$ cat config.mk
export PLATFORM = sky130hd
export DESIGN_NAME = timer_capture_output_control
export DESIGN_NICKNAME = d
export VERILOG_FILES = /design/src/hdl/timer_ctl_pkg.sv /design/src/hdl/edge_filter.sv /design/src/hdl/timer_capture_output_control.sv
export SDC_FILE = /design/constraint.sdc
export NUM_CORES = 1
export LEC_CHECK = 0
export BUFFER_PORTS_ARGS = -buffer_cell sky130_fd_sc_hd__buf_2
export CAP_MARGIN = 20
export CORE_MARGIN = 8
export CORE_UTILIZATION = 40
export CTS_CLUSTER_SIZE = 40
export DETAILED_ROUTE_END_ITERATION = 10
export PLACE_DENSITY_LB_ADDON = 0.25
export SLEW_MARGIN = 30
export SYNTH_ARGS = -nofsm -noshare
export SYNTH_HDL_FRONTEND = slang
export SYNTH_SLANG_ARGS = --single-unit
$ cat constraint.sdc
create_clock -name CLK_I -period 3.59 [get_ports CLK_I]
set_clock_uncertainty 0.2 [all_clocks]
set_input_delay 0.1795 -clock CLK_I [delete_from_list [all_inputs] [get_ports CLK_I]]
set_output_delay 0.1795 -clock CLK_I [all_outputs]
set_load 0.02 [all_outputs]
$ cat src/hdl/timer_ctl_pkg.sv
// constants, register layouts and encodings of the timer capture and output control
package timer_ctl_pkg;

   localparam int          COUNT_W        = 16;
   localparam logic [15:0] ADDR_MODE      = 16'hFF60;
   localparam logic [15:0] ADDR_PRESCALER = 16'hFF61;
   localparam logic [15:0] ADDR_CAPCMP    = 16'hFF62;
   localparam logic [15:0] ADDR_OUTPUT    = 16'hFF63;
   localparam logic [7:0]  RESET_BYTE     = 8'h00;
   localparam logic [7:0]  READ_NONE      = 8'h00;

   // prescaler divide ratios, the divider that serves them, and counter values
   localparam int          DIV_W          = 8;
   localparam logic [7:0]  DIV4_LAST      = 8'h03;
   localparam logic [7:0]  DIV256_LAST    = 8'hFF;
   localparam logic [7:0]  DIV_ZERO       = 8'h00;
   localparam logic [15:0] COUNT_ZERO     = 16'h0000;
   localparam logic [15:0] COUNT_ONE      = 16'h0001;
   localparam logic [15:0] COUNT_MAX      = 16'hFFFF;

   // valid edge encodings; 2'b10 is not allowed and detects nothing
   localparam logic [1:0]  EDGE_FALL      = 2'h0;
   localparam logic [1:0]  EDGE_RISE      = 2'h1;
   localparam logic [1:0]  EDGE_BOTH      = 2'h3;

   localparam logic [1:0]  CLK_FULL       = 2'h0;
   localparam logic [1:0]  CLK_DIV4       = 2'h1;
   localparam logic [1:0]  CLK_DIV256     = 2'h2;
   localparam logic [1:0]  CLK_EXTERNAL   = 2'h3;

   localparam logic [1:0]  MODE_STOP      = 2'h0;
   localparam logic [1:0]  MODE_FREE      = 2'h1;
   localparam logic [1:0]  MODE_CLR_EDGE  = 2'h2;
   localparam logic [1:0]  MODE_CLR_MATCH = 2'h3;

   // {level set, level reset}
   localparam logic [1:0]  LEVEL_RESET    = 2'h1;
   localparam logic [1:0]  LEVEL_SET      = 2'h2;

   typedef struct packed {
      logic [3:0] zero;
      logic [1:0] mode;            // {mode_bit_high, mode_bit_low}
      logic       invert_on_edge;
      logic       unused_flag;
   } timer_mode_control_t;

   typedef struct packed {
      logic [1:0] second_edge;     // {second_input_edge_hi, second_input_edge_lo}
      logic [1:0] first_edge;      // {first_input_edge_hi, first_input_edge_lo}
      logic [1:0] zero;
      logic [1:0] clock_sel;       // {count_clock_sel_hi, count_clock_sel_lo}
   } prescaler_edge_select_t;

   typedef struct packed {
      logic [4:0] zero;
      logic       second_reg_capture_mode;
      logic       first_reg_trigger_select;
      logic       first_reg_capture_mode;
   } capture_compare_control_t;

   typedef struct packed {
      logic zero;
      logic oneshot_soft_trigger;
      logic oneshot_mode_enable;
      logic invert_on_second_match;
      logic output_level_set;
      logic output_level_reset;
      logic invert_on_first_match;
      logic output_enable_bit;
   } timer_output_control_t;

endpackage : timer_ctl_pkg

$ cat src/hdl/edge_filter.sv
// sampled two-times noise filter and valid edge detector for one timer input
`timescale 1ns/1ps
module edge_filter (
   input  wire logic       clk_i,
   input  wire logic       reset_i,
   input  wire logic       run_i,
   input  wire logic       sample_i,
   input  wire logic       level_i,
   input  wire logic [1:0] edge_sel_i,
   output logic            valid_o,
   output logic            opposite_o
);

   logic prev_sample;
   logic state;
   logic rise;
   logic fall;

   // the level counts only when two successive samples agree
   assign rise = run_i && sample_i && prev_sample && level_i && !state;
   assign fall = run_i && sample_i && !prev_sample && !level_i && state;

   // state freezes while stopped, so a level changed meanwhile shows as an edge at restart
   always_ff @(posedge clk_i) begin
      if (reset_i) begin
         prev_sample <= 1'b0;
         state       <= 1'b0;
      end else if (run_i && sample_i) begin
         prev_sample <= level_i;
         if (rise || fall) begin
            state <= level_i;
         end
      end
   end

   always_ff @(posedge clk_i) begin
      if (reset_i) begin
         valid_o    <= 1'b0;
         opposite_o <= 1'b0;
      end else begin
         valid_o    <= (rise && (edge_sel_i == timer_ctl_pkg::EDGE_RISE
                                 || edge_sel_i == timer_ctl_pkg::EDGE_BOTH))
                    || (fall && (edge_sel_i == timer_ctl_pkg::EDGE_FALL
                                 || edge_sel_i == timer_ctl_pkg::EDGE_BOTH));
         // with both edges valid there is no opposite phase at all
         opposite_o <= (rise && edge_sel_i == timer_ctl_pkg::EDGE_FALL)
                    || (fall && edge_sel_i == timer_ctl_pkg::EDGE_RISE);
      end
   end
endmodule : edge_filter

$ cat src/hdl/timer_capture_output_control.sv
// capture/compare mode, prescaler, edge selection and timer output flip-flop control
`timescale 1ns/1ps
module timer_capture_output_control #(
   parameter int CNT_W = timer_ctl_pkg::COUNT_W
) (
   input  wire logic             CLK_I,
   input  wire logic             RESET_I,
   input  wire logic [15:0]      ADDR_I,
   input  wire logic [7:0]       WDATA_I,
   input  wire logic             WR_I,
   input  wire logic             RD_I,
   input  wire logic             FIRST_TIMER_INPUT_I,
   input  wire logic             SECOND_TIMER_INPUT_I,
   input  wire logic [CNT_W-1:0] FIRST_COMPARE_I,
   input  wire logic [CNT_W-1:0] SECOND_COMPARE_I,
   output logic [7:0]            RDATA_O,
   output logic                  TIMER_OUTPUT_PIN_O,
   output logic [CNT_W-1:0]      COUNT_O,
   output logic [CNT_W-1:0]      FIRST_CAPTURE_O,
   output logic [CNT_W-1:0]      SECOND_CAPTURE_O,
   output logic                  FIRST_MATCH_O,
   output logic                  SECOND_MATCH_O,
   output logic                  OVERFLOW_O
);

   timer_ctl_pkg::timer_mode_control_t      timer_mode_control;
   timer_ctl_pkg::prescaler_edge_select_t   prescaler_edge_select;
   timer_ctl_pkg::capture_compare_control_t capture_compare_control;
   timer_ctl_pkg::timer_output_control_t    timer_output_control;
   timer_ctl_pkg::timer_output_control_t    toc_wr;

   logic [1:0]                  first_sync;
   logic [1:0]                  second_sync;
   logic [timer_ctl_pkg::DIV_W-1:0] div_cnt;
   logic                        run;
   logic                        count_tick;
   logic                        capture_sample;
   logic                        ext_edge;
   logic                        first_edge;
   logic                        first_opposite;
   logic                        second_edge;
   logic                        match_first;
   logic                        match_second;
   logic                        trig_first;
   logic                        trig_second;
   logic                        wr_toc;
   logic                        soft_trigger;
   logic                        oneshot_ok;
   logic                        armed;
   logic                        out_ff;
   logic                        next_out_ff;
   logic                        next_enable;
   logic                        flip;

   assign toc_wr = timer_ctl_pkg::timer_output_control_t'(WDATA_I);
   assign wr_toc = WR_I && ADDR_I == timer_ctl_pkg::ADDR_OUTPUT;
   assign run    = timer_mode_control.mode != timer_ctl_pkg::MODE_STOP;

   // register writes; fixed-zero fields never store anything
   always_ff @(posedge CLK_I) begin
      if (RESET_I) begin
         timer_mode_control      <= timer_ctl_pkg::RESET_BYTE;
         prescaler_edge_select   <= timer_ctl_pkg::RESET_BYTE;
         capture_compare_control <= timer_ctl_pkg::RESET_BYTE;
         timer_output_control    <= timer_ctl_pkg::RESET_BYTE;
      end else if (WR_I) begin
         if (ADDR_I == timer_ctl_pkg::ADDR_MODE) begin
            timer_mode_control      <= {4'h0, WDATA_I[3:1], 1'b0};
         end else if (ADDR_I == timer_ctl_pkg::ADDR_PRESCALER) begin
            prescaler_edge_select   <= {WDATA_I[7:4], 2'h0, WDATA_I[1:0]};
         end else if (ADDR_I == timer_ctl_pkg::ADDR_CAPCMP) begin
            capture_compare_control <= {5'h00, WDATA_I[2:0]};
         end else if (ADDR_I == timer_ctl_pkg::ADDR_OUTPUT) begin
            // trigger and level bits act once and are never stored
            timer_output_control    <= {2'h0, WDATA_I[5:4], 2'h0, WDATA_I[1:0]};
         end
      end
   end

   // read data one cycle after the strobe; unmapped addresses read zero
   always_ff @(posedge CLK_I) begin
      if (RESET_I || !RD_I) begin
         RDATA_O <= timer_ctl_pkg::READ_NONE;
      end else if (ADDR_I == timer_ctl_pkg::ADDR_MODE) begin
         RDATA_O <= timer_mode_control;
      end else if (ADDR_I == timer_ctl_pkg::ADDR_PRESCALER) begin
         RDATA_O <= prescaler_edge_select;
      end else if (ADDR_I == timer_ctl_pkg::ADDR_CAPCMP) begin
         RDATA_O <= capture_compare_control;
      end else if (ADDR_I == timer_ctl_pkg::ADDR_OUTPUT) begin
         RDATA_O <= timer_output_control;
      end else begin
         RDATA_O <= timer_ctl_pkg::READ_NONE;
      end
   end

   // pins come from outside the clock domain
   always_ff @(posedge CLK_I) begin
      if (RESET_I) begin
         first_sync  <= 2'h0;
         second_sync <= 2'h0;
      end else begin
         first_sync  <= {first_sync[0], FIRST_TIMER_INPUT_I};
         second_sync <= {second_sync[0], SECOND_TIMER_INPUT_I};
      end
   end

   // prescaler divider, held at zero while stopped so ticks start aligned
   always_ff @(posedge CLK_I) begin
      if (RESET_I || !run) begin
         div_cnt <= timer_ctl_pkg::DIV_ZERO;
      end else begin
         div_cnt <= div_cnt + 8'h01;
      end
   end

   always_comb begin
      case (prescaler_edge_select.clock_sel)
         timer_ctl_pkg::CLK_FULL:   count_tick = run;
         timer_ctl_pkg::CLK_DIV4:   count_tick = run && div_cnt[1:0] == timer_ctl_pkg::DIV4_LAST[1:0];
         timer_ctl_pkg::CLK_DIV256: count_tick = run && div_cnt == timer_ctl_pkg::DIV256_LAST;
         default:                   count_tick = run && ext_edge;
      endcase
   end

   // capture inputs are sampled at the count clock; an external count clock samples at fxp
   assign capture_sample = prescaler_edge_select.clock_sel == timer_ctl_pkg::CLK_EXTERNAL
                           || count_tick;

   // first pin as count clock, sampled every fxp cycle
   edge_filter u_count_edge (
      .clk_i      (CLK_I),
      .reset_i    (RESET_I),
      .run_i      (run),
      .sample_i   (1'b1),
      .level_i    (first_sync[1]),
      .edge_sel_i (prescaler_edge_select.first_edge),
      .valid_o    (ext_edge),
      .opposite_o ()
   );

   // first pin as capture or clear trigger
   edge_filter u_first_edge (
      .clk_i      (CLK_I),
      .reset_i    (RESET_I),
      .run_i      (run),
      .sample_i   (capture_sample),
      .level_i    (first_sync[1]),
      .edge_sel_i (prescaler_edge_select.first_edge),
      .valid_o    (first_edge),
      .opposite_o (first_opposite)
   );

   edge_filter u_second_edge (
      .clk_i      (CLK_I),
      .reset_i    (RESET_I),
      .run_i      (run),
      .sample_i   (capture_sample),
      .level_i    (second_sync[1]),
      .edge_sel_i (prescaler_edge_select.second_edge),
      .valid_o    (second_edge),
      .opposite_o ()
   );

   // a register in capture mode raises no match flag; clear-on-match still compares FIRST_COMPARE_I
   assign match_first  = count_tick && COUNT_O == FIRST_COMPARE_I
                         && !capture_compare_control.first_reg_capture_mode;
   assign match_second = count_tick && COUNT_O == SECOND_COMPARE_I
                         && !capture_compare_control.second_reg_capture_mode;

   always_ff @(posedge CLK_I) begin
      if (RESET_I || !run) begin
         COUNT_O <= timer_ctl_pkg::COUNT_ZERO;
      end else if (timer_mode_control.mode == timer_ctl_pkg::MODE_CLR_EDGE && first_edge) begin
         COUNT_O <= timer_ctl_pkg::COUNT_ZERO;
      end else if (count_tick) begin
         if (timer_mode_control.mode == timer_ctl_pkg::MODE_CLR_MATCH
             && COUNT_O == FIRST_COMPARE_I) begin
            COUNT_O <= timer_ctl_pkg::COUNT_ZERO;
         end else begin
            COUNT_O <= COUNT_O + timer_ctl_pkg::COUNT_ONE;
         end
      end
   end

   always_ff @(posedge CLK_I) begin
      if (RESET_I) begin
         FIRST_MATCH_O  <= 1'b0;
         SECOND_MATCH_O <= 1'b0;
         OVERFLOW_O     <= 1'b0;
      end else begin
         FIRST_MATCH_O  <= match_first;
         SECOND_MATCH_O <= match_second;
         OVERFLOW_O     <= count_tick && COUNT_O == timer_ctl_pkg::COUNT_MAX;
      end
   end

   assign trig_first  = capture_compare_control.first_reg_capture_mode
                        && (capture_compare_control.first_reg_trigger_select
                            ? first_opposite : second_edge);
   assign trig_second = capture_compare_control.second_reg_capture_mode && first_edge;

   always_ff @(posedge CLK_I) begin
      if (RESET_I) begin
         FIRST_CAPTURE_O  <= timer_ctl_pkg::COUNT_ZERO;
         SECOND_CAPTURE_O <= timer_ctl_pkg::COUNT_ZERO;
      end else begin
         if (trig_first) begin
            FIRST_CAPTURE_O <= COUNT_O;
         end
         if (trig_second) begin
            SECOND_CAPTURE_O <= COUNT_O;
         end
      end
   end

   // one-shot is ended by the first compare match and is never enabled in clear-on-match mode
   assign oneshot_ok   = run && timer_output_control.oneshot_mode_enable
                         && timer_mode_control.mode != timer_ctl_pkg::MODE_CLR_MATCH;
   assign soft_trigger = (wr_toc && toc_wr.oneshot_soft_trigger)
                         || (timer_mode_control.mode == timer_ctl_pkg::MODE_CLR_EDGE
                             && first_edge);

   always_ff @(posedge CLK_I) begin
      if (RESET_I || !oneshot_ok) begin
         armed <= 1'b0;
      end else if (soft_trigger) begin
         armed <= 1'b1;
      end else if (match_first) begin
         armed <= 1'b0;
      end
   end

   assign flip = (match_first && timer_output_control.invert_on_first_match)
               ^ (match_second && timer_output_control.invert_on_second_match)
               ^ (first_edge && timer_mode_control.invert_on_edge);

   always_comb begin
      next_out_ff = out_ff;
      if (wr_toc && {toc_wr.output_level_set, toc_wr.output_level_reset}
                    == timer_ctl_pkg::LEVEL_SET) begin
         next_out_ff = 1'b1;
      end else if (wr_toc && {toc_wr.output_level_set, toc_wr.output_level_reset}
                             == timer_ctl_pkg::LEVEL_RESET) begin
         next_out_ff = 1'b0;
      end else if (oneshot_ok) begin
         if (armed && match_second) begin
            next_out_ff = 1'b1;
         end else if (armed && match_first) begin
            next_out_ff = 1'b0;
         end
      end else if (flip) begin
         next_out_ff = !out_ff;
      end
   end

   // the pin takes an enable written in the same cycle, so it never stays high once disabled
   assign next_enable = wr_toc ? toc_wr.output_enable_bit
                               : timer_output_control.output_enable_bit;

   always_ff @(posedge CLK_I) begin
      if (RESET_I) begin
         out_ff             <= 1'b0;
         TIMER_OUTPUT_PIN_O <= 1'b0;
      end else begin
         out_ff             <= next_out_ff;
         TIMER_OUTPUT_PIN_O <= next_enable && next_out_ff;
      end
   end
endmodule : timer_capture_output_control

==> summary.md, run 1 <==
| Metric | Value |
|---|---|
| Status | `finished, final reports clean` |
| Synth-to-layout area growth | `22.5%` |
| Wire per inst | `15.7 um` |
| Slew @ Worst Pin | `0.715 ns` |
| Crit path largest cell delay | `roughly 0.47 ns` |
| Pin count of the biggest net entering global routing | `39` |
| Htree depth | `3` |
| Maximum fanout along the worst path | `7` |
| DR vias | `4017` |
| RSZ-0062 raised after global routing | `false` |
| Buf/Inv on CP | `0` |
| Hold Slack | `0.0673 ns` |
| Hold WC Path Type | `in2reg` |
| Cell count after synthesis | `534` |
| EDFF count, synth | `0` |
| Clk buf depth | `2` |
| Synth Cell Area | `around 4600 um2` |
| WP data arrival | `around 2.8 ns` |
| Initial DRC count | `303` |
| Pins Over Slew Limit | `0` |
| Gr ovfl total | `0` |
| Die X | `around 120 um` |
| Number of global-route vias before repair | `3994` |
| Initial DRT Pass Iterations | `4` |
| Worst setup SP type | `flip-flop` |
| Ys async rst share | `0` |
| Synthesized Nets | `607` |
| Minimum clock period | `2.82 ns` |
| Port bufs | `121` |
| Crit end category | `flip-flop` |
| Starting Density | `0.408` |
| Family with the most delay on the worst path | `compound AO/OA/AOI/OAI gates` |
| Placer Congestion | `0.824` |
| WS Path Type | `reg2reg` |
| Hpwl dp | `between 9000 and 10000 um` |
| Clk_lat worst skew | `0.34 ns` |
| I/O pin count | `~120` |
| Sequential share of the synthesized area | `0.433` |
| GRT Total Usage | `0.165` |
| Total CTS buffers | `9` |
| Initial antenna violation count | `0` |
| Final setup viols | `0` |
| Peak supply drop | `0.292 mV` |
| DR DRC count | `0` |
| P per Cell Area | `slightly below 400 nW/um2` |
| Distinct cells, synth | `54` |
| Worst setup margin | `0.767 ns` |
| CTS tree | `done` |
| Core area | `11300 um2` |
| CTS-repair resized insts | `0` |
| Reg clk slew, reported paths | `0.07 ns` |
| Total Neg Setup Slack | `0 ns` |
| Worst slew margin | `0.523` |
| Worst-path cell chain | `ha_1 -> nand4_1 -> o2111ai_1 -> nand2_4 -> nor4b_2 -> xnor3_1 -> o221ai_1 -> a21oi_1` |
| Worst slack, placed | `0.811 ns` |
| Max-cap violations | `0` |
| Final Cell Area | `roughly 5700 um2` |
| Commonest register cell after synthesis | `dfxtp_1` |
| Clock sinks | `100` |
| Antenna-violating nets left | `0` |
| Pwr Total | `between 2 and 2.5 mW` |
| CP required | `3.59 ns` |
| DP Area | `about 5200 um2` |
| First-pass GRT wire length | `between 20000 and 25000 um` |
| Max Fclk | `0.354 GHz` |
| Final period util | `0.786` |
| Drt total wl | `12400 um` |
| Root Buffer | `clkbuf_16` |
| Die Span Y | `123 um` |
| NumNets Final | `around 720` |
| YS warnings | `0` |
| Mean Syn Cell Area | `8.65 um2` |
| FP Rows | `39` |
| Final Hold Viols | `0` |
| Die area | `15200 um2` |
| Vias per inst | `5.07` |
| Slowest CP cell | `xnor3_1` |
| Lkg Pwr | `2.42 nW` |
| Flops & latches, synth | `100` |
| Share of layout cells above drive strength 1 | `0.236` |
## stage by stage
step | utilization | instances
after CTS | 0.500 | 792
after global placement | 0.462 | 763
final | 0.500 | 793
after global routing | 0.500 | 792
after floorplan | - | 534
after detailed placement | 0.462 | 763
## cell usage after synthesis (all sizes together) (2+ instances only)
| library cell | count | share of area |
|---|---|---|
| dfxtp | 100 | 0.43 |
| nand2 | 76 | 0.063 |
| nor2 | 63 | 0.051 |
| a21oi | 43 | 0.047 |
| xor2 | 32 | 0.061 |
| mux2i | 21 | 0.046 |
| clkbuf | 20 | 0.018 |
| nand3 | 20 | 0.022 |
| xnor2 | 20 | 0.038 |
| buf | 17 | 0.022 |
| inv | 14 | 0.011 |
| nand4 | 12 | 0.018 |
| ha | 11 | 0.030 |
| o21ai | 11 | 0.012 |
| nor3 | 9 | 0.0098 |
| and2 | 7 | 0.0095 |
| and3 | 7 | 0.0098 |
| nor2b | 7 | 0.0095 |
| nor4 | 6 | 0.015 |
| or2 | 5 | 0.0068 |
| a31oi | 2 | 0.0027 |
| mux2 | 2 | 0.0049 |
| nand3b | 2 | 0.0033 |
| nand4bb | 2 | 0.0049 |
| nor4bb | 2 | 0.0043 |
| o211ai | 2 | 0.0033 |
| o21bai | 2 | 0.0033 |
| o221ai | 2 | 0.0038 |
| or3 | 2 | 0.0027 |
## state kept, by name (all words and copies together), names as in the netlist, 2 cells and up
signal / cells
COUNT_O: 16
FIRST_CAPTURE_O: 16
SECOND_CAPTURE_O: 16
RDATA_O: 8
div_cnt: 8
prescaler_edge_select: 6
timer_output_control: 4
capture_compare_control: 3
timer_mode_control: 3
first_sync: 2
second_sync: 2
## cell type report
type	instances	area, um2
multi-input cells	383	2380
flip-flops and latches	100	2000
fillers	1106	5660
clock buffers	11	233
repair buffers	136	751
well taps	143	179
inverters	14	52.6
clock inverters	5	61.3
diodes	1	2.50
## timing repair
| action | CTS | global route |
|---|---|---|
| hold endpoints to repair | 25 | 0 |
| setup buffers | 0 | 0 |
| hold buffers | 13 | 0 |
## final timing paths
path / startpoint / end / slack, ns / cells past startpoint
setup reg to reg: div_cnt[0] / out_ff / 0.77 / 8
setup / recovery: div_cnt[0] / out_ff / 0.77 / 8
hold reg to reg: first_sync[0] / first_sync[1] / 0.24 / 1
hold / removal: ADDR_I[12] / RDATA_O[0] / 0.07 / 5
## logic make-up (layout without fill, tap and decap cells)
group / Yosys count / after routing / synth area share
buffers and inverters: 51 / 166 / 0.0520
AND/OR/NAND/NOR: 225 / 225 / 0.241
adder cells (fa/ha/maj): 11 / 11 / 0.0298
XOR/XNOR: 53 / 53 / 0.103
multiplexers: 24 / 24 / 0.0553
other: 0 / 1 / 0
flip-flops: 100 / 100 / 0.433
AO/OA/AOI/OAI: 70 / 70 / 0.0853
## tightest hold or removal path: cells and delay by family
kind / cells / cell delay (ns)
simple gates: 4 / 0.28
buf+inv: 1 / 0.09
## layer usage
| layer | vias up | routed length [um] | global-route usage |
|---|---|---|---|
| li1 | 1997 | - | - |
| met1 | 1866 | 5630 | 0.223 |
| met2 | 145 | 5400 | 0.248 |
| met3 | 9 | 1300 | 0.0534 |
| met4 | 0 | 114 | 0.0459 |
| met5 | - | 0 | 0 |
## cells in the final DEF, fill, tap and decap left out, types with 4 or more instances in the layout
master / count
clkbuf_16: 9
inv_1: 14
nand4_1: 11
mux2i_1: 21
dfxtp_1: 100
ha_1: 11
buf_2: 121
or2_2: 4
and2_1: 7
and3_1: 6
nor2_1: 63
nor2b_1: 7
a21oi_1: 43
nand2_1: 74
xor2_1: 32
xnor2_1: 20
o21ai_0: 11
dlygate4sd3_1: 13
nor3_1: 9
nand3_1: 20
## report_power, final
part           total, mW  switching (mW)  internal [mW]
logic             0.0976          0.0492         0.0484
registers           1.11         0.00171           1.11
clock network      0.974           0.430          0.544
total               2.18           0.481           1.70
Power figures use the tool's default switching activity.
==> run 2: changes to the inputs <==
clock period = 2.3 ns   (was 3.59 ns; I/O delays follow)
==> run 2 against run 1 <==
Against the previous run: hold slack got worse by 0.014 ns; sequential share of layout area fell by 2.6 points; largest cell class unchanged; sequential power rose by 57%; clock power rose by 66%; clock-buffer cell count fell by 1; non-clock buffer count rose by 46; power rose by 61%; largest power group unchanged; critical path type unchanged; wire length rose by 5.8%; design area rose by 8.4%; critical path depth rose by 2; fmax rose by 23%; global-route usage rose by 1.0 points.
==> summary.md, run 2 (synthesis results as in run 1) <==
| Metric | Value |
|---|---|
| Final period util | `0.996 (+0.210)` |
| P per Cell Area | `573 nW/um2 (+48%)` |
| Top flop regs | `COUNT_O: 16 flops, FIRST_CAPTURE_O: 16 flops, SECOND_CAPTURE_O: 16 flops` |
| Slew @ Worst Pin | `0.680 ns (-0.0358 ns)` |
| Initial DRT Pass Iterations | `4 (unchanged)` |
| Synth-to-layout area growth | `32.8%` |
| Post-Place Cells | `803 (+5.2%)` |
| Drt total wl | `13200 um (+5.8%)` |
| Port bufs | `121 (unchanged)` |
| Hpwl dp | `9990 um (+7.9%)` |
| Max-cap violations | `0 (unchanged)` |
| Share of layout cells above drive strength 1 | `0.308 (+0.0722)` |
| Status | `finished, final reports clean` |
| Final Hold Viols | `0 (unchanged)` |
| Hold WC Path Type | `in2reg` |
| Root Buffer | `clkbuf_16` |
| Die Span Y | `123 um (unchanged)` |
| CTS tree | `done` |
| Clk_lat worst skew | `0.35 ns (about the same)` |
| Lkg Pwr | `2.67 nW (+10%)` |
| Worst min-delay path startpoint | `SECOND_COMPARE_I[1]` |
| Die X | `123 um (unchanged)` |
| Final Cell Area | `6130 um2 (+8.4%)` |
| Clock sinks | `100 (unchanged)` |
| Worst slew margin | `0.547 (+0.0239)` |
| Commonest non-fill, non-tap cell in the layout | `buf_2` |
| RSZ-0062 raised after global routing | `true` |
| Maximum fanout along the worst path | `5 (-2)` |
| Number of global-route vias before repair | `4349 (+8.9%)` |
| WP data arrival | `2.32 ns (-0.50 ns)` |
| Die area | `15200 um2 (unchanged)` |
| Starting Density | `0.408 (unchanged)` |
| FP Rows | `39 (unchanged)` |
| Pin count of the biggest net entering global routing | `25 (-36%)` |
| Placer Congestion | `0.856 (+3.9%)` |
| First-pass GRT wire length | `21000 um (+4.2%)` |
| GRT Total Usage | `0.176 (+0.0102)` |
| Minimum clock period | `2.29 ns (-0.531 ns)` |
| Initial DRC count | `178 (-41%)` |
| Crit end category | `flip-flop` |
| CP required | `2.33 ns (-1.26 ns)` |
| Fin cells | `838 (+5.7%)` |
| Htree depth | `3 (unchanged)` |
| Reg-to-Reg Start | `prescaler_edge_select[1]` |
| Gr ovfl total | `0 (unchanged)` |
| I/O pin count | `122 (unchanged)` |
| DP Area | `5570 um2 (+6.4%)` |
| DR DRC count | `0 (unchanged)` |
| WS Path Type | `reg2reg` |
| # diodes | `0 (-1)` |
| Initial antenna violation count | `1 (+1)` |
| DR vias | `4185 (+4.2%)` |
| Vias per inst | `4.99 (-1.4%)` |
| Peak supply drop | `0.302 mV (+3.2%)` |
| Fin util | `0.542 (+0.0418)` |
| Hold Slack | `0.0530 ns (-0.0143 ns)` |
| Worst setup SP type | `flip-flop` |
| Total CTS buffers | `9 (unchanged)` |
| Core area | `11300 um2 (unchanged)` |
| Max Fclk | `0.436 GHz (+23%)` |
| Pins Over Slew Limit | `0 (unchanged)` |
| Clk buf depth | `2 (unchanged)` |
| NumNets Final | `763 (+6.4%)` |
| Critical path launch point | `prescaler_edge_select[1]` |
| Reg clk slew, reported paths | `0.07 ns (about the same)` |
| Final setup viols | `0 (unchanged)` |
| Antenna-violating nets left | `0 (unchanged)` |
| Most frequent cells in the layout | `buf_2 (121), dfxtp_1 (96), nand2_1 (75)` |
| Wire per inst | `15.7 um (+0.10%)` |
run 2: cell type report:
cell class                      count  area (um2)
Sequential cell                   100        2010
Clock inverter                      6        88.8
Fill cell                        1051        5190
Timing Repair Buffer              182        1100
Tap cell                          143         179
Clock buffer                       10         229
Inverter                           14        52.6
Multi-Input combinational cell    383        2470
run 2: final timing paths:
| kind | cells after the start | slack [ns] | end |
|---|---|---|---|
| worst min register to register | 1 | 0.24 | first_sync[1] |
| worst min-delay path | 6 | 0.05 | SECOND_MATCH_O |
| worst max register to register | 10 | 0.008 | out_ff |
| worst max-delay path | 10 | 0.008 | out_ff |
run 2: critical path: stages, from the launching register on:
cell and delay (ns):
dfxtp_1 0.37, inv_1 0.10, ha_4 0.30, nor3_2 0.05
nor2_2 0.15, buf_4 0.15, nand2_4 0.07, nor4b_4 0.23
xnor3_1 0.30, o221ai_2 0.17, a21oi_1 0.09
run 2: metrics by stage:
stage | setup slack, ns | TNS [ns] | power (mW)
final | 0.00818 | 0 | 3.51
after global routing | -0.122 | -0.436 | 3.62
after CTS | -0.0318 | -0.0621 | 3.54
after detailed placement | -0.120 | -0.506 | 1.91
after global placement | -0.00259 | -0.00307 | 1.91
after floorplan | -0.00123 | -0.00123 | 1.83
run 2: what timing repair did:
item,CTS,global route
setup buffers,1,2
resized for setup,2,11
hold endpoints to repair,28,0
pin swaps,1,7
hold buffers,16,0
cloned,0,0
setup endpoints to repair,16,11
run 2: report_power, final:
| group | switching (mW) | internal (mW) | total (mW) |
|---|---|---|---|
| Sequential | 0.00217 | 1.73 | 1.74 |
| Clock | 0.664 | 0.953 | 1.62 |
| Combinational | 0.0756 | 0.0823 | 0.158 |
run 2: layer usage:
layer,vias to the layer above,routed length [um],track usage
met5,-,10,0
met4,2,248,0.0662
met3,23,715,0.0438
met2,86,6750,0.310
met1,1985,5450,0.200
li1,2089,-,-
==> run 3: changes to the inputs <==
clock period = 2.5 ns   (was 2.3 ns; I/O delays follow)
==> run 3 against run 2 <==
Against the previous run: largest cell class unchanged; highest routed layer is now met4; fmax fell by 3.6%; setup slack improved by 0.12 ns; register-to-register slack improved by 0.12 ns; design area fell by 2.9%; sequential power fell by 8%; wire length fell by 0.90%; core utilization fell by 1.6 points; die area did not move; non-clock buffer count fell by 15.
==> summary.md, run 3 (synthesis results as in run 1) <==
| Metric | Value |
|---|---|
| Max-cap violations | `0 (unchanged)` |
| WP data arrival | `2.40 ns (+0.08 ns)` |
| FP Rows | `39 (unchanged)` |
| GRT Total Usage | `0.170 (-0.00553)` |
| Initial DRT Pass Iterations | `5 (+1)` |
| Total Neg Setup Slack | `0 ns (unchanged)` |
| NumNets Final | `748 (-2.0%)` |
| Pins Over Slew Limit | `0 (unchanged)` |
| Max Fclk | `0.421 GHz (-3.6%)` |
| Slew @ Worst Pin | `0.645 ns (-0.0344 ns)` |
| Commonest non-fill, non-tap cell in the layout | `buf_2` |
| CP required | `2.52 ns (+0.19 ns)` |
| DR DRC count | `0 (unchanged)` |
| P per Cell Area | `526 nW/um2 (-8.1%)` |
| Pin count of the biggest net entering global routing | `47 (+88%)` |
| Die area | `15200 um2 (unchanged)` |
| # diodes | `0 (unchanged)` |
| Final period util | `0.951 (-0.0459)` |
| Root Buffer | `clkbuf_16` |
| Core area | `11300 um2 (unchanged)` |
| Share of layout cells above drive strength 1 | `0.281 (-0.0270)` |
| Final Hold Viols | `0 (unchanged)` |
| Initial DRC count | `221 (+24%)` |
| R2R Setup Slk | `0.12 ns (+0.12 ns)` |
| Gr ovfl total | `0 (unchanged)` |
| Fillers | `1062 (+1.0%)` |
| Pwr Total | `3.13 mW (-11%)` |
| Clk_lat worst skew | `0.34 ns (about the same)` |
| Wire per inst | `15.9 um (+0.90%)` |
| Hpwl dp | `9930 um (-0.54%)` |
| I/O pin count | `122 (unchanged)` |
| Final setup viols | `0 (unchanged)` |
| Clk buf depth | `2 (unchanged)` |
| Peak supply drop | `0.392 mV (+30%)` |
| Drt total wl | `13000 um (-0.90%)` |
| RSZ-0062 raised after global routing | `false` |
| Antenna-violating nets left | `0 (unchanged)` |
| Worst slew margin | `0.570 (+0.0229)` |
| Maximum fanout along the worst path | `5 (unchanged)` |
| Reg clk slew, reported paths | `0.07 ns (about the same)` |
| Total CTS buffers | `9 (unchanged)` |
| CTS tree | `done` |
| Minimum clock period | `2.38 ns (+0.0846 ns)` |
| Port bufs | `121 (unchanged)` |
| Post-CTS setup repair buffer count | `0 (-1)` |
| Hold Slack | `0.0173 ns (-0.0356 ns)` |
| Hold WC Path Type | `in2reg` |
| Crit end category | `flip-flop` |
| Htree depth | `3 (unchanged)` |
| Starting Density | `0.408 (unchanged)` |
| WS Path Type | `reg2reg` |
| Placer Congestion | `0.831 (-2.9%)` |
| Die X | `123 um (unchanged)` |
| Die Span Y | `123 um (unchanged)` |
| Most frequent cells in the layout | `buf_2 (121), dfxtp_1 (98), nand2_1 (75)` |
| Top flop regs | `COUNT_O: 16 flops, FIRST_CAPTURE_O: 16 flops, SECOND_CAPTURE_O: 16 flops` |
| Lkg Pwr | `2.59 nW (-2.9%)` |
| Initial antenna violation count | `0 (-1)` |
| Vias per inst | `5.00 (+0.12%)` |
| Clock sinks | `100 (unchanged)` |
| Synth-to-layout area growth | `28.9%` |
| Status | `finished, final reports clean` |
| Number of global-route vias before repair | `4145 (-4.7%)` |
| Worst setup SP type | `flip-flop` |
| DR vias | `4115 (-1.7%)` |
| First-pass GRT wire length | `20600 um (-1.9%)` |
-- run 3: what timing repair did --
| action | CTS | global route |
|---|---|---|
| hold endpoints to repair | 26 | 0 |
| endpoints found under the setup margin | 0 | 3 |
| hold buffers | 14 | 0 |
| gates resized for setup | 0 | 11 |
-- run 3: path summary, 6_finish.rpt --
path,start,end,cells past startpoint
min,ADDR_I[12],RDATA_O[0],5
max,div_cnt[1],TIMER_OUTPUT_PIN_O,9
min reg2reg,div_cnt[0],div_cnt[0],1
max reg2reg,div_cnt[1],TIMER_OUTPUT_PIN_O,9
-- run 3: metal layers --
layer	share of wire	track usage
met1	0.45	0.225
met2	0.46	0.267
met3	0.083	0.0507
met4	0.0061	0.0406
met5	0	0
-- run 3: critical path, cell delays in order (launching register included) --
cell	delay [ns]
dfxtp_1	0.35
ha_1	0.18
nand4_1	0.14
o2111ai_1	0.21
buf_4	0.18
and3_4	0.18
nand4_1	0.10
xnor3_2	0.44
o221ai_2	0.20
a21boi_1	0.09
-- run 3: stage by stage --
step | util | setup slack [ns] | std cells | area (um2)
2_1_floorplan | - | 0.0486 | 534 | 4620
3_3_place_gp | 0.483 | 0.133 | 793 | 5470
3_5_place_dp | 0.483 | 0.0786 | 793 | 5470
4_1_cts | 0.521 | 0.0619 | 823 | 5900
5_1_grt | 0.526 | 0.00376 | 823 | 5950
6_report | 0.526 | 0.124 | 823 | 5950
-- run 3: cell type report --
class | instances | area, um2 | area share
clock inverters | 5 | 61.3 | 0.0103
inverters | 14 | 52.6 | 0.00883
well taps | 143 | 179 | 0.0301
multi-input cells | 383 | 2420 | 0.407
repair buffers | 167 | 998 | 0.168
flip-flops and latches | 100 | 2000 | 0.337
clock buffers | 11 | 233 | 0.0391
-- run 3: power breakdown --
group          internal, mW  switching [mW]
Sequential             1.59         0.00252
Clock                 0.783           0.609
Combinational        0.0737          0.0702
Total                  2.45           0.681
